**src/inc/reg_fault_pkg.sv**
```systemverilog
// Purpose: constants and carriers for the regulator fault supervisor
// Assumes: clk_sys at 40 MHz, comparator results arrive as raw pins
// Notes: all timing figures are kept in their own unit and turned into cycles here
//
// How it works
// - a switch-node negative excursion lasting past 157 ns sets a diode fault latch that holds the converter off.
// - the diode fault latch clears only on a supply dropout or a fall of the combined enable.
// - a thermal trip stops pre-regulator switching, is not latched, and switching resumes when it ends.
// - a thermal trip never pulls the reset output directly; only rail undervoltage, enables low, pump low, internal rail low or supply dropout do.
// - the reset output stays low for the programmed delay counted after both rails pass their upper thresholds.
// - the reset output goes low at once on either rail under threshold, enables low, pump low or internal rail low.
// - when disabled or unsupplied the reset output stays low until the 3.3 Internal_rail is below 1.0 V.
// - the reset output is open drain: the block only pulls low, the pull-up is outside.
// - a short on the tracked remote 5 V output disables that output only, the other rails stay on.
// - a pump supply fault disables the charge pump.
// - the device is enabled by the OR of logic and ignition enables and disabled only when both are low.
// - the ignition status output follows the sensed ignition enable input.
// - a 10 ms soft start begins only on a rising enable with no thermal trip and both rails under threshold.
// - a switch-node peak current short latches the converter off until supply dropout or disable and re-enable.
package reg_fault_pkg;
	localparam int unsigned CLK_HZ           = 40000000;
	localparam int unsigned CLK_PERIOD_PS    = 25000;
	localparam int unsigned DIODE_FILTER_PS  = 157000;
	// least time, rounded up
	localparam int unsigned DIODE_FILTER_CYC =
		(DIODE_FILTER_PS + CLK_PERIOD_PS - 1) / CLK_PERIOD_PS;
	localparam int unsigned SOFT_START_MS    = 10;
	localparam int unsigned SOFT_START_CYC   = SOFT_START_MS * (CLK_HZ / 1000);
	// default delay for a 10 nF capacitor: 92.3e3 * 10e-9 s = 923 us
	localparam int unsigned RESET_DELAY_US   = 923;
	localparam int unsigned RESET_DELAY_CYC  = RESET_DELAY_US * (CLK_HZ / 1000000);
	localparam int unsigned SYNC_STAGES      = 2;
	localparam int unsigned NUM_SENSE        = 12;

	// raw comparator and pin levels, all asynchronous to clk_sys
	typedef struct packed {
		logic logicEnable;      // logic_enable_in
		logic ignitionEnable;   // ignition_enable_in
		logic supplyOk;         // supply_input above its UVLO
		logic preregOk;         // preregulator_output above upper UVLO
		logic aux3v3Ok;         // aux_3v3_rail above upper UVLO
		logic aux3v3AboveOneV;  // aux_3v3_rail above 1.0 V
		logic pumpOk;           // pump_supply_node high enough
		logic pumpFault;        // pump_supply_node fault
		logic railOk;           // internal_rail good
		logic thermalTrip;      // thermal_trip comparator
		logic switchNodeNeg;    // switch_node below negative threshold
		logic peakCurrent;      // switch current above peak limit
	} sense_s;

	typedef struct packed {
		logic remoteShort;      // tracked_remote_5v_out short sensed
	} remote_s;
endpackage

```
**src/rtl/regulator_fault_supervisor.sv**
```systemverilog
// Purpose: fault latching, enable logic and reset supervision of a multi-rail regulator
// Assumes: analogue comparators appear as digital levels from another domain
// Notes: the open-drain reset pin is split into a drive-low level and an enable
`timescale 1ns/100ps
module regulator_fault_supervisor
	import reg_fault_pkg::*;
#(
	parameter int unsigned SOFT_START_CYCLES  = SOFT_START_CYC,
	parameter int unsigned RESET_DELAY_CYCLES = RESET_DELAY_CYC
) (
	// clock and reset
	input  wire logic clk_sys,
	input  wire logic reset_n,
	// comparator and pin levels
	input  wire sense_s   senseIn,
	input  wire remote_s  remoteIn,
	input  wire logic     supervisorResetIn,
	// open-drain reset output
	output logic          supervisorResetOut,
	output logic          supervisorResetOe_n,
	// rail and converter controls
	output logic          switcherEnable,
	output logic          softStartActive,
	output logic          chargePumpEnable,
	output logic          remote5vEnable,
	output logic          local5vEnable,
	output logic          aux3v3Enable,
	// status
	output logic          ignitionStatusOut,
	output logic          diodeFaultLatched,
	output logic          shortFaultLatched
);
	typedef enum logic [1:0] {RST_HOLD, RST_DELAY, RST_RELEASED} rst_state_e;

	// two-stage synchronisers, one generate per sense bit, the remote short bit in its own block
	logic [NUM_SENSE-1:0] senseRaw;
	logic [NUM_SENSE-1:0] syncA_r;
	logic [NUM_SENSE-1:0] syncB_r;
	logic                 remA_r;
	logic                 remB_r;
	sense_s               s;

	assign senseRaw = senseIn;

	genvar gi;
	generate
		for (gi = 0; gi < NUM_SENSE; gi++) begin : g_sync
			always_ff @(posedge clk_sys or negedge reset_n) begin
				if (!reset_n) begin
					syncA_r[gi] <= 1'b0;
					syncB_r[gi] <= 1'b0;
				end else begin
					syncA_r[gi] <= senseRaw[gi];
					syncB_r[gi] <= syncA_r[gi];
				end
			end
		end
	endgenerate

	always_ff @(posedge clk_sys or negedge reset_n) begin
		if (!reset_n) begin
			remA_r <= 1'b0;
			remB_r <= 1'b0;
		end else begin
			remA_r <= remoteIn.remoteShort;
			remB_r <= remA_r;
		end
	end

	assign s = sense_s'(syncB_r);

	// combined enable and its edges
	logic enabled;
	logic enabledPrev_r;
	logic enabledPrev_nxt;
	logic enRise;
	logic enFall;
	logic supplyPrev_r;
	logic supplyPrev_nxt;
	logic supplyFall;

	assign enabled        = s.logicEnable | s.ignitionEnable;
	assign enRise         = enabled & ~enabledPrev_r;
	assign enFall         = ~enabled & enabledPrev_r;
	assign supplyFall     = ~s.supplyOk & supplyPrev_r;
	assign enabledPrev_nxt = enabled;
	assign supplyPrev_nxt  = s.supplyOk;

	// diode fault filter and latches
	localparam int unsigned FW = $clog2(DIODE_FILTER_CYC + 1);
	logic [FW-1:0] negCount_r;
	logic [FW-1:0] negCount_nxt;
	logic          diodeFault_r;
	logic          diodeFault_nxt;
	logic          shortFault_r;
	logic          shortFault_nxt;
	logic          latchClear;

	// a cycle of supply or of the combined enable both clear
	assign latchClear = supplyFall | enFall | ~s.supplyOk;

	always_comb begin
		negCount_nxt   = negCount_r;
		diodeFault_nxt = diodeFault_r;
		shortFault_nxt = shortFault_r;
		if (!s.switchNodeNeg) begin
			negCount_nxt = '0;
		end else if (negCount_r != FW'(DIODE_FILTER_CYC)) begin
			negCount_nxt = negCount_r + FW'(1);
		end
		if (latchClear) begin
			diodeFault_nxt = 1'b0;
			shortFault_nxt = 1'b0;
		end
		// a set in the same cycle as a clear wins
		if (s.switchNodeNeg && negCount_r == FW'(DIODE_FILTER_CYC) && s.supplyOk) begin
			diodeFault_nxt = 1'b1;
		end
		if (s.peakCurrent && s.supplyOk) begin
			shortFault_nxt = 1'b1;
		end
	end

	// soft start
	localparam int unsigned SW = $clog2(SOFT_START_CYCLES + 1);
	logic [SW-1:0] ssCount_r;
	logic [SW-1:0] ssCount_nxt;
	logic          ssArmed_r;
	logic          ssArmed_nxt;

	always_comb begin
		ssCount_nxt = ssCount_r;
		ssArmed_nxt = ssArmed_r;
		if (!enabled) begin
			ssArmed_nxt = 1'b0;
			ssCount_nxt = '0;
		end else if (enRise && !s.thermalTrip && !s.aux3v3Ok && !s.preregOk) begin
			ssArmed_nxt = 1'b1;
			ssCount_nxt = SW'(SOFT_START_CYCLES);
		end else if (ssCount_r != '0) begin
			ssCount_nxt = ssCount_r - SW'(1);
		end
	end

	// reset supervisor
	localparam int unsigned RW = $clog2(RESET_DELAY_CYCLES + 1);
	rst_state_e    rstState_r;
	rst_state_e    rstState_nxt;
	logic [RW-1:0] rstCount_r;
	logic [RW-1:0] rstCount_nxt;
	logic          forceLow;
	logic          disabledHold;

	// thermal trip is not in this list: it only acts through the rails
	assign forceLow = ~s.aux3v3Ok | ~s.preregOk | ~enabled
		| ~s.pumpOk | ~s.railOk;
	// while disabled, hold low until the 3.3 Internal_rail is under 1.0 V
	assign disabledHold = (~enabled | ~s.supplyOk) & s.aux3v3AboveOneV;

	always_comb begin
		rstState_nxt = rstState_r;
		rstCount_nxt = rstCount_r;
		case (rstState_r)
			RST_HOLD: begin
				if (!forceLow && !disabledHold) begin
					rstState_nxt = RST_DELAY;
					rstCount_nxt = RW'(RESET_DELAY_CYCLES);
				end
			end
			RST_DELAY: begin
				if (forceLow || disabledHold) begin
					rstState_nxt = RST_HOLD;
				end else if (rstCount_r <= RW'(1)) begin
					rstState_nxt = RST_RELEASED;
					rstCount_nxt = '0;
				end else begin
					rstCount_nxt = rstCount_r - RW'(1);
				end
			end
			RST_RELEASED: begin
				if (forceLow || disabledHold) begin
					rstState_nxt = RST_HOLD;
				end
			end
			default: begin
				rstState_nxt = RST_HOLD;
			end
		endcase
	end

	// converter controls
	logic runOk;
	logic swEn_nxt;
	logic cpEn_nxt;
	logic rem5_nxt;
	logic loc5_nxt;
	logic aux33_nxt;
	logic ssAct_nxt;

	assign runOk = enabled & s.supplyOk & ~diodeFault_r & ~shortFault_r;

	always_comb begin
		swEn_nxt  = runOk & ~s.thermalTrip;
		cpEn_nxt  = runOk & ~s.pumpFault;
		rem5_nxt  = runOk & ~remB_r;
		loc5_nxt  = runOk;
		aux33_nxt = runOk;
		// soft start is status only, switching does not wait on the ramp
		ssAct_nxt = ssArmed_nxt & (ssCount_nxt != '0);
	end

	// status
	logic ignSt_nxt;

	always_comb begin
		ignSt_nxt = s.ignitionEnable;
	end

	// open-drain reset pin
	logic rstLevel_nxt;
	logic rstRelease_nxt;

	always_comb begin
		// the data level never leaves low, only the enable moves
		rstLevel_nxt   = 1'b0;
		rstRelease_nxt = (rstState_nxt == RST_RELEASED);
	end

	// enable and supply edge memories
	always_ff @(posedge clk_sys or negedge reset_n) begin
		if (!reset_n) begin
			enabledPrev_r <= 1'b0;
			supplyPrev_r  <= 1'b0;
		end else begin
			enabledPrev_r <= enabledPrev_nxt;
			supplyPrev_r  <= supplyPrev_nxt;
		end
	end

	// filter counts synced samples, so the window is one sample coarser than the limit
	always_ff @(posedge clk_sys or negedge reset_n) begin
		if (!reset_n) begin
			negCount_r   <= '0;
			diodeFault_r <= 1'b0;
			shortFault_r <= 1'b0;
		end else begin
			negCount_r   <= negCount_nxt;
			diodeFault_r <= diodeFault_nxt;
			shortFault_r <= shortFault_nxt;
		end
	end

	// soft start registers
	always_ff @(posedge clk_sys or negedge reset_n) begin
		if (!reset_n) begin
			ssCount_r <= '0;
			ssArmed_r <= 1'b0;
		end else begin
			ssCount_r <= ssCount_nxt;
			ssArmed_r <= ssArmed_nxt;
		end
	end

	// a drop inside the delay window restarts the full count, never a partial one
	always_ff @(posedge clk_sys or negedge reset_n) begin
		if (!reset_n) begin
			rstState_r <= RST_HOLD;
			rstCount_r <= '0;
		end else begin
			rstState_r <= rstState_nxt;
			rstCount_r <= rstCount_nxt;
		end
	end

	// controls come from flops, so a sync glitch never reaches a gate driver
	always_ff @(posedge clk_sys or negedge reset_n) begin
		if (!reset_n) begin
			switcherEnable   <= 1'b0;
			softStartActive  <= 1'b0;
			chargePumpEnable <= 1'b0;
			remote5vEnable   <= 1'b0;
			local5vEnable    <= 1'b0;
			aux3v3Enable     <= 1'b0;
		end else begin
			switcherEnable   <= swEn_nxt;
			softStartActive  <= ssAct_nxt;
			chargePumpEnable <= cpEn_nxt;
			remote5vEnable   <= rem5_nxt;
			local5vEnable    <= loc5_nxt;
			aux3v3Enable     <= aux33_nxt;
		end
	end

	// status flops
	always_ff @(posedge clk_sys or negedge reset_n) begin
		if (!reset_n) begin
			ignitionStatusOut <= 1'b0;
			diodeFaultLatched <= 1'b0;
			shortFaultLatched <= 1'b0;
		end else begin
			ignitionStatusOut <= ignSt_nxt;
			diodeFaultLatched <= diodeFault_nxt;
			shortFaultLatched <= shortFault_nxt;
		end
	end

	// reset pin flops: pulled low during reset, released only from the released state
	always_ff @(posedge clk_sys or negedge reset_n) begin
		if (!reset_n) begin
			supervisorResetOut  <= 1'b0;
			supervisorResetOe_n <= 1'b0;
		end else begin
			supervisorResetOut  <= rstLevel_nxt;
			supervisorResetOe_n <= rstRelease_nxt;
		end
	end

	// pin readback unused: the pull-up level carries no state here
	logic unusedPin;
	assign unusedPin = supervisorResetIn;
endmodule // regulator_fault_supervisor

```
**config.mk**
```make
export PLATFORM = sky130hd
export DESIGN_NAME = regulator_fault_supervisor
export DESIGN_NICKNAME = d
export VERILOG_FILES = /design/src/inc/reg_fault_pkg.sv /design/src/rtl/regulator_fault_supervisor.sv
export SDC_FILE = /design/constraint.sdc
export NUM_CORES = 1
export LEC_CHECK = 0
export BUFFER_PORTS_ARGS = -buffer_cell sky130_fd_sc_hd__buf_2
export CORE_MARGIN = 3
export CORE_UTILIZATION = 50
export CTS_CLUSTER_DIAMETER = 50
export DETAILED_ROUTE_END_ITERATION = 16
export PLACE_DENSITY_LB_ADDON = 0.12
export SLEW_MARGIN = 20
export SYNTH_ARGS = -nofsm -noshare
export SYNTH_HDL_FRONTEND = slang
export SYNTH_SLANG_ARGS = --single-unit
```
**constraint.sdc**
```tcl
create_clock -name clk_sys -period 3.15 [get_ports clk_sys]
set_clock_uncertainty 0.15 [all_clocks]
set_input_delay 0.7875 -clock clk_sys [delete_from_list [all_inputs] [get_ports clk_sys]]
set_output_delay 0.7875 -clock clk_sys [all_outputs]
set_load 0.03 [all_outputs]
```
==> results of run 1 <==
## cells in the final DEF, fill, tap and decap left out, drive strengths merged, types with 2 or more instances in the layout
master    Yosys  final
nand3         3      3
clkbuf        5     10
xor2          4      4
mux2i         3      3
nor2b         2      2
a21oi        18     18
or3           3      3
inv           9     11
nand2b        3      3
a211oi        2      2
or2           3      3
xnor2         9      9
nand3b        3      3
nor2         31     31
o31ai         4      4
or4           5      5
ha            5      5
a31oi         2      2
dfrtp        77     77
nand4         2      2
o41ai         3      3
clkinvlp      0      2
a22o          4      4
nor3         13     13
nor4          8      8
or3b          2      2
o21ai        27     27
o31a          2      2
nand2        17     17
a2111oi       5      5
buf           6     31
## layer usage
metal	vias up	global-route usage [%]	wire length, um
met1	1113	25.18	2919
met4	0	8.368	117
met2	40	26.64	2824
met3	12	3.104	193
li1	1136	-	-
met5	-	0	0
## worst reg2reg max path, cell delays in order (launching register included)
cell and delay [ps]:
dfrtp_1 460, inv_1 90, ha_1 240, nor3b_2 200
and4_4 230, a2111oi_0 560, xnor2_1 220, a31oi_1 120
nor4_1 240, a31oi_1 130
## cells by family after synthesis
logic type,after synthesis
and+or+nand+nor,100
AOI/OAI and AO/OA,76
buffers and inverters,20
xor gates and xnor gates,13
DFF,77
other,1
muxes,4
adders and majority gates,5
## sequential cells by signal, indices dropped and copies added (netlist names), 2 cells and up
name	cells
rstState_r	2
ssCount_r	19
syncA_r	12
s	10
negCount_r	3
rstCount_r	16
## final cells by class
cell class,count,area (um^2),area share (%)
clock buffer,10,127.6,3.393
tap,77,96.34,2.562
clock inverter,6,71.32,1.896
multi-input combinational,199,1330,35.36
sequential,77,1927,51.23
inverter,9,33.78,0.8982
timing repair buffer,31,175.2,4.657
## worst paths after layout
kind	to	slack [ps]	depth (start not counted)	start
worst min-delay path	s[8]	200	0	syncA_r[8]
max in group asynchronous	ssCount_r[8]	1940	2	reset_n
worst min register to register	s[8]	200	0	syncA_r[8]
min in group asynchronous	ssCount_r[16]	260	1	reset_n
worst max-delay path	softStartActive	380	9	ssCount_r[0]
worst max register to register	softStartActive	380	9	ssCount_r[0]
## through the flow
step,cells,utilization (%)
final,409,58.56
after global routing,409,58.56
after CTS,409,58.56
after detailed placement,393,55.46
after global placement,393,55.46
after floorplan,296,-
## report_power, final
group          total (mW)  switching [mW]  internal, mW
clock               0.751           0.378         0.373
combinational       0.911           0.537         0.374
sequential           1.29           0.166          1.13
total                2.95            1.08          1.87
==> out/summary.txt, run 1 <==
setup tns final - 0 ps
Die W - 87.82 um
vias in the first global route - 2134
DRT Pass-1 Iters - 4
PortBufs - 24
root buf cell - clkbuf_8
placed wire-length estimate - 4164 um
Slew Limit Fails - 0
CP Launch Type - register
syn_area_per_cell - 11.31 um^2
min setup slack post-route - 379.7 ps
WP data required - 3210 ps
Placer Congestion - 0.8190
top-area cell type share of the netlist area - 57.57%
die area - 7711 um^2
Max Clk Rate - 361.0 MHz
Starting DRT DRC Count - 106
Avg Vias per Cell - 5.626
Worst Tran Pin Value - 723.4 ps
Syn Nets - 317
number of H-tree levels - 3
post-route ant nets - 0
DRC - 0
Post-CTS Setup Repair Bufs - 0
antenna cells - 0
status - completed
endpoints failing hold - 0
Tot Pwr - 2.955 mW
synth cell count leaders - 77 x dfrtp_1, 31 x nor2_1, 19 x o21ai_0
placed instance area - 3562 um^2
total core area - 6422 um^2
first-pass GRT wire length - 10520 um
largest family of logic cells by synthesized area - simple AND/OR/NAND/NOR gates
Num CTS Buffers - 9
mux contribution to synthesized area - 1.234%
All-Layer GR Usage - 17.77%
Syn. warnings - 0
worst-path cell chain - inv_1 -> ha_1 -> nor3b_2 -> and4_4 -> a2111oi_0 -> xnor2_1 -> a31oi_1 -> nor4_1 -> a31oi_1
layout cells sized above 1 - 18.98%
hold slack - 197.7 ps
Syn Inst Count - 296
initial antenna violation count - 0
xor/xnor share of the synthesized area - 3.402%
largest cells by area after synthesis - dfrtp_1 58%, nor2_1 3.5%, o21ai_0 2.8%
PD cells - 785.6 nW/um^2
min-delay worst type - register to register
initial core utilization - 52.11%
Max-Cap Viols - 0
Largest delay share family, worst path - compound AO/OA/AOI/OAI gates
Detailed Route WL - 6054 um
area growth from synthesis to layout - 12.37%
RSZ-0062 raised after global routing - false
post-synthesis register bit count - 77
CTS sink count - 77
final instance area - 3761 um^2
leading area contributor after synthesis - dfrtp_1
slowest stage cell, crit path - a2111oi_0
GRT overflow - 0
Slew headroom - 51.59%
Worst setup EP type - register
Final min period - 2770 ps
most frequently used flop master after synthesis - dfrtp_1
maximum vdd ir drop - 0.3454 mV
slowest cell delay on critical path - 560 ps
crit-path max FO - 6
Compound-Gate Fraction of Synth Area - 15.14%
pre-CTS setup slack - 348.3 ps
Top Ports - 27
post-synthesis adder-cell area fraction - 1.869%
Setup CP Type - register to register
Seq/Total Area, Yosys - 57.57%
most frequent cell after synthesis - dfrtp_1
Simple-Gate Fraction of Synth Area - 17.98%
CTS tree - yes
fin crit share - 87.95%
via count - 2301
leakage power - 1.663 nW
worst path bufs/invs - 1
Skew-Pair Late Insertion Delay - 350 ps
Rows - 29
final net count - 348
hold buffer count at cts - 0
most used cell, CP - a31oi_1
Final setup viols - 0
crit path DAT - 2840 ps
largest net degree at the start of global routing - 45
Clock Tree Buf Depth - 2
clk slew on worst S/H paths - 80 ps
layout filler cell count - 531
Synth Cell Area - 3347 um^2
Die Ht - 87.82 um
Yosys cell types - 58
wire length per cell - 14.80 um
# resized after CTS - 0
Synth async-reset ratio - 100.0%
EDFF count, synth - 0
Note: power is estimated with default switching activity, not from simulation.
==> inputs of run 2 (changes only) <==
--- a/config.mk
+++ b/config.mk
@@ -5,6 +5,7 @@
 export SDC_FILE = /design/constraint.sdc
 export NUM_CORES = 1
 export LEC_CHECK = 0
+export ABC_AREA = 1
 export BUFFER_PORTS_ARGS = -buffer_cell sky130_fd_sc_hd__buf_2
 export CORE_MARGIN = 3
 export CORE_UTILIZATION = 50
==> out/summary.txt, run 2 <==
commonest non-fill, non-tap cell in the layout - nand2_1
Num CTS Buffers - 9 (unchanged)
Skew-Pair Late Insertion Delay - 340 ps (about the same)
CTS sink count - 77 (unchanged)
synth cell count leaders - 80 x nand2_1, 77 x dfrtp_1, 66 x inv_1
min-delay src - syncA_r[0]
crit path DAT - 2510 ps (-330 ps)
Top Ports - 27 (unchanged)
CP Launch Type - register
largest cells by area after synthesis - dfrtp_1 54%, nand2_1 8.4%, inv_1 6.9%
initial antenna violation count - 0 (unchanged)
Max Clk Rate - 413.4 MHz (+15%)
Slew headroom - 38.85% (-13 points)
Clock Tree Buf Depth - 2 (unchanged)
Syn. warnings - 0 (unchanged)
final cell count without fillers - 544 (+33%)
root buf cell - clkbuf_8
Compound-Gate Fraction of Synth Area - 5.808% (-9.3 points)
status - completed
post-synthesis adder-cell area fraction - 1.749% (-0.12 points)
Detailed Route WL - 6606 um (+9.1%)
Slew Limit Fails - 0 (unchanged)
vias in the first global route - 2673 (+25%)
DRC - 0 (unchanged)
Syn Inst Count - 411 (+39%)
Starting DRT DRC Count - 146 (+38%)
Max-Cap Viols - 0 (unchanged)
DRT Pass-1 Iters - 4 (unchanged)
DR WL met3 - 263 um (+36%)
All-Layer GR Usage - 17.83% (+0.063 points)
Worst R2R End - softStartActive
antenna cells - 0 (unchanged)
RSZ-0062 raised after global routing - false
Simple-Gate Fraction of Synth Area - 27.08% (+9.1 points)
initial core utilization - 52.06% (-0.055 points)
DR WL met2 - 3240 um (+15%)
Die W - 90.57 um (+3.1%)
EDFF count, synth - 0 (unchanged)
WL met1 - 3042 um (+4.2%)
crit-path max FO - 18 (+12)
Final min period - 2419 ps (-351.6 ps)
Largest delay share family, worst path - simple AND/OR/NAND/NOR gates
hold slack - 203.5 ps (+5.853 ps)
hold depth - 0 (unchanged)
final net count - 464 (+33%)
leakage power - 2.172 nW (+31%)
Worst Tran Pin Value - 917.3 ps (+193.9 ps)
most frequently used flop master after synthesis - dfrtp_1
slowest cell delay on critical path - 410 ps (-150 ps)
Synth async-reset ratio - 100.0% (unchanged)
Post-CTS Setup Repair Bufs - 0 (unchanged)
mux contribution to synthesized area - 0% (-1.2 points)
placed wire-length estimate - 4753 um (+14%)
leading area contributor after synthesis - dfrtp_1
largest net degree at the start of global routing - 78 (+73%)
Syn Nets - 432 (+36%)
register area - 1927 um^2 (unchanged)
Final setup viols - 0 (unchanged)
maximum vdd ir drop - 0.3467 mV (+0.36%)
Worst R2R Path Depth - 13 (+4)
Die Ht - 90.57 um (+3.1%)
endpoints failing hold - 0 (unchanged)
die area - 8203 um^2 (+6.4%)
most frequent cells in the layout - 80 x nand2_1, 77 x dfrtp_1, 66 x inv_1, 60 x nor2_1, 38 x nand3_1
Seq/Total Area, Yosys - 53.88% (-3.7 points)
min-delay worst type - register to register
largest family of logic cells by synthesized area - simple AND/OR/NAND/NOR gates
via count - 2658 (+16%)
total core area - 6869 um^2 (+7.0%)
setup tns final - 0 ps (unchanged)
post-synthesis register bit count - 77 (unchanged)
Avg Vias per Cell - 4.886 (-13%)
CTS tree - yes
Rows - 30 (+3.4%)
most used cell, CP - nor2_1
Worst setup EP type - register
Reg2Reg Setup Slack - 730 ps (+350 ps)
Setup CP Type - register to register
syn_area_per_cell - 8.701 um^2 (-23%)
dpl cells - 528 (+34%)
layout cells sized above 1 - 12.95% (-6.0 points)
slowest stage cell, crit path - dfrtp_1
number of H-tree levels - 3 (unchanged)
worst-path cell chain - inv_1 -> ha_1 -> nand2_4 -> nor2_8 -> nand3_4 -> o21ai_0 -> inv_1 -> nand2_1 -> nand2_1 -> nor2_1 -> nand3_1 -> nor2_1 -> nor2_1
Placer Congestion - 0.8581 (+4.8%)
Yosys cell types - 34 (-41%)
Largest regs - ssCount_r: 19 flops, rstCount_r: 16 flops, syncA_r: 12 flops
area growth from synthesis to layout - 12.32% (about the same)
hold buffer count at cts - 0 (unchanged)
GRT overflow - 0 (unchanged)
fin crit share - 76.79% (-11 points)
Top Layer Used - met4
Synth Cell Area - 3576 um^2 (+6.8%)
PD cells - 818.4 nW/um^2 (+4.2%)
top-area cell type share of the netlist area - 53.88% (-3.7 points)
Tot Pwr - 3.287 mW (+11%)
Reg with most FFs - ssCount_r
most frequent cell after synthesis - nand2_1
layout filler cell count - 631 (+19%)
Multi-input gate area - 1356 um^2 (+2.0%)
hold endpoint - s[0]
Largest register FFs - 19 (unchanged)
clk slew on worst S/H paths - 80 ps (about the same)
post-route ant nets - 0 (unchanged)
pre-CTS setup slack - 741.6 ps (+393.4 ps)
first-pass GRT wire length - 11830 um (+13%)
# resized after CTS - 0 (unchanged)
wire length per cell - 12.14 um (-18%)
xor/xnor share of the synthesized area - 3.184% (-0.22 points)
worst path bufs/invs - 2 (+1)
min setup slack post-route - 731.2 ps (+351.6 ps)
WP data required - 3240 ps (+30 ps)
RR Startpoint - ssCount_r[0]
PortBufs - 24 (unchanged)
==> run 2: kinds of logic after synthesis <==
| group | after synthesis |
|---|---|
| flip-flops | 77 |
| adder cells (fa/ha/maj) | 5 |
| AO/OA/AOI/OAI | 37 |
| AND/OR/NAND/NOR | 207 |
| XOR/XNOR | 13 |
| other | 1 |
| buffers and inverters | 71 |
==> run 2: final cells by class <==
type,count,area share [%]
Clock inverter,7,2.586
Sequential cell,77,47.98
Multi-Input combinational cell,263,33.77
Clock buffer,9,3.084
Tap cell,96,2.991
Inverter,66,6.168
Timing Repair Buffer,26,3.427
==> run 2: metal layers <==
layer,GRT usage [%],up-vias
met3,4.333,6
met4,7.270,0
met1,22.28,1248
met5,0,-
met2,29.65,40
li1,-,1364
==> run 2: worst register-to-register path, cell delays in order, from the launching register on <==
cell,delay (ps)
dfrtp_1,410
inv_1,140
ha_1,350
nand2_4,120
nor2_8,180
nand3_4,230
o21ai_0,140
inv_1,50
nand2_1,70
nand2_1,70
nor2_1,150
nand3_1,90
nor2_1,110
nor2_1,50
==> run 2: where the power goes <==
group	switching (mW)	total (mW)	internal, mW
logic	0.763	1.17	0.406
clock network	0.379	0.835	0.457
registers	0.142	1.28	1.14
total	1.28	3.29	2.00
==> run 2: per-stage QoR <==
stage / cell area (um^2) / util (%)
3_5_place_dp: 3789 / 55.15
4_1_cts: 4016 / 58.47
2_1_floorplan: 3576 / -
5_1_grt: 4016 / 58.47
6_report: 4016 / 58.47
3_3_place_gp: 3789 / 55.15
==> run 2: worst max-delay path by stage <==
stage	startpoint	endpoint	cells after the start
floorplan	ssCount_r[0]	softStartActive	12
global placement	ssCount_r[0]	softStartActive	13
detailed placement	ssCount_r[0]	softStartActive	13
CTS	ssCount_r[0]	softStartActive	13
global route	ssCount_r[0]	softStartActive	13
finish	ssCount_r[0]	softStartActive	13
==> inputs of run 3 (changes only) <==
==> constraint.sdc (replaced) <==
create_clock -name clk_sys -period 2.2 [get_ports clk_sys]
set_clock_uncertainty 0.15 [all_clocks]
set_input_delay 0.55 -clock clk_sys [delete_from_list [all_inputs] [get_ports clk_sys]]
set_output_delay 0.55 -clock clk_sys [all_outputs]
set_load 0.03 [all_outputs]
==> out/summary.txt, run 3 (synthesis gave the netlist of run 2 again) <==
layer with the highest usage - met2
layout cells sized above 1 - 18.34% (+5.4 points)
clk slew on worst S/H paths - 100 ps (+20 ps)
Worst Tran Pin Value - 607.9 ps (-309.3 ps)
Clock Tree Buf Depth - 2 (unchanged)
setup tns final - 0 ps (unchanged)
Detailed Route WL - 6809 um (+3.1%)
fin crit share - 92.62% (+16 points)
final net count - 485 (+4.5%)
first-pass GRT wire length - 12000 um (+1.4%)
antenna cells - 0 (unchanged)
Final setup viols - 0 (unchanged)
CTS sink count - 77 (unchanged)
WP data required - 2300 ps (-940 ps)
min-delay worst type - input port to register
most frequent cells in the layout - 79 x nand2_1, 77 x dfrtp_1, 65 x inv_1, 55 x nor2_1, 38 x nand3_1
post-route ant nets - 0 (unchanged)
Slew Limit Fails - 0 (unchanged)
Max Clk Rate - 490.8 MHz (+19%)
Largest regs - ssCount_r: 19 flops, rstCount_r: 16 flops, syncA_r: 12 flops
routing usage on met2 - 29.83% (+0.19 points)
Setup CP Type - register to register
Worst setup EP type - register
Placer Congestion - 0.8852 (+3.2%)
GR Util met3 - 4.333% (unchanged)
Rows - 30 (unchanged)
Die Ht - 90.57 um (unchanged)
GRT overflow - 0 (unchanged)
vias in the first global route - 2718 (+1.7%)
Max-Cap Viols - 0 (unchanged)
Top Ports - 27 (unchanged)
PD cells - 1150 nW/um^2 (+41%)
leakage power - 2.263 nW (+4.2%)
Slew headroom - 59.43% (+21 points)
wire length per cell - 12.05 um (-0.76%)
area growth from synthesis to layout - 17.14%
commonest non-fill, non-tap cell in the layout - nand2_1
Die W - 90.57 um (unchanged)
CTS tree - yes
layout filler cell count - 617 (-2.2%)
initial core utilization - 52.06% (unchanged)
endpoints failing hold - 0 (unchanged)
maximum vdd ir drop - 0.6048 mV (+74%)
M1 GR Usage - 23.23% (+0.95 points)
Skew-Pair Late Insertion Delay - 360 ps (+20 ps)
Final min period - 2038 ps (-381.1 ps)
Starting DRT DRC Count - 100 (-32%)
DRT Pass-1 Iters - 4 (unchanged)
initial antenna violation count - 0 (unchanged)
CP Launch Type - register
crit-path max FO - 7 (-11)
via count - 2736 (+2.9%)
Avg Vias per Cell - 4.842 (-0.89%)
Num CTS Buffers - 9 (unchanged)
largest net degree at the start of global routing - 32 (-59%)
Largest register FFs - 19 (unchanged)
PortBufs - 24 (unchanged)
RSZ-0062 raised after global routing - false
total core area - 6869 um^2 (unchanged)
die area - 8203 um^2 (unchanged)
number of H-tree levels - 3 (unchanged)
placed wire-length estimate - 5088 um (+7.1%)
Util after Layout - 60.98% (+2.5 points)
Reg with most FFs - ssCount_r
crit path DAT - 2130 ps (-380 ps)
status - completed
root buf cell - clkbuf_8
All-Layer GR Usage - 18.12% (+0.29 points)
DRC - 0 (unchanged)
## run 3: cell types whose count changed in the layout (fill, tap and decap cells not counted), moves of 2 or more
cell	before	now
nor2_1	60	55
clkinv_8	0	2
nor2_2	4	8
buf_4	3	22
bufinv_16	2	0
## run 3: cell type report
cell class                      instances  area (um^2)  share of cell area [%]
Multi-Input combinational cell        263         1380                   32.94
Tap cell                               96        120.1                   2.867
Timing Repair Buffer                   47        310.3                   7.407
Inverter                               66        247.7                   5.914
Sequential cell                        77         1927                   46.00
Clock inverter                          7        80.08                   1.912
Clock buffer                            9        123.9                   2.957
## run 3: repair_timing
action	in CTS	in global routing
endpoints found under the hold margin	20	0
setup endpoints to repair	1	7
buffers inserted	0	4
gates resized for setup	1	9
hold buffers	1	0
pin swaps	0	4
## run 3: worst paths after layout
path	from	end	slack [ps]	cells after the start
worst max-delay path	ssCount_r[0]	softStartActive	160	14
worst min-delay path	senseIn[1]	syncA_r[1]	140	1
worst max register to register	ssCount_r[0]	softStartActive	160	14
worst min register to register	syncA_r[3]	s[3]	200	0
max in group asynchronous	reset_n	rstState_r[1]	800	3
min in group asynchronous	reset_n	negCount_r[2]	470	2
## run 3: where the power goes
part	total [mW]	leakage, nW	internal [mW]	switching, mW
combinational	1.91	1.20	0.764	1.15
sequential	1.84	0.963	1.63	0.204
clock	1.07	0.0998	0.452	0.621
total	4.82	2.26	2.85	1.97
## run 3: layer usage
layer | up-vias | share of wire [%]
met5 | - | 0
met4 | 0 | 1.8
met3 | 13 | 3.6
met2 | 37 | 49
met1 | 1282 | 46
li1 | 1404 | -
## run 3: critical path, stage by stage, from the launching register on
cell,delay [ps]
dfrtp_1,400
inv_1,80
ha_2,210
nand2_4,70
nor2_8,120
nand3_4,120
buf_4,180
nand3_1,80
nand2_1,50
nand2_1,70
nand2_1,50
nor2_1,90
nand3_1,80
nor2_1,120
nor2_1,50
## run 3: per-stage QoR
stage | cell area [um^2] | hold WS [ps] | power (mW) | instances | setup WS, ps
detailed placement | 3921 | 187.0 | 3.641 | 544 | -1.496
CTS | 4138 | 118.9 | 4.726 | 561 | 94.63
global placement | 3921 | 182.1 | 3.618 | 544 | 43.45
global route | 4189 | 115.0 | 5.232 | 565 | 2.936
floorplan | 3576 | 104.4 | 3.178 | 411 | 226.9
finish | 4189 | 139.0 | 4.819 | 565 | 162.4
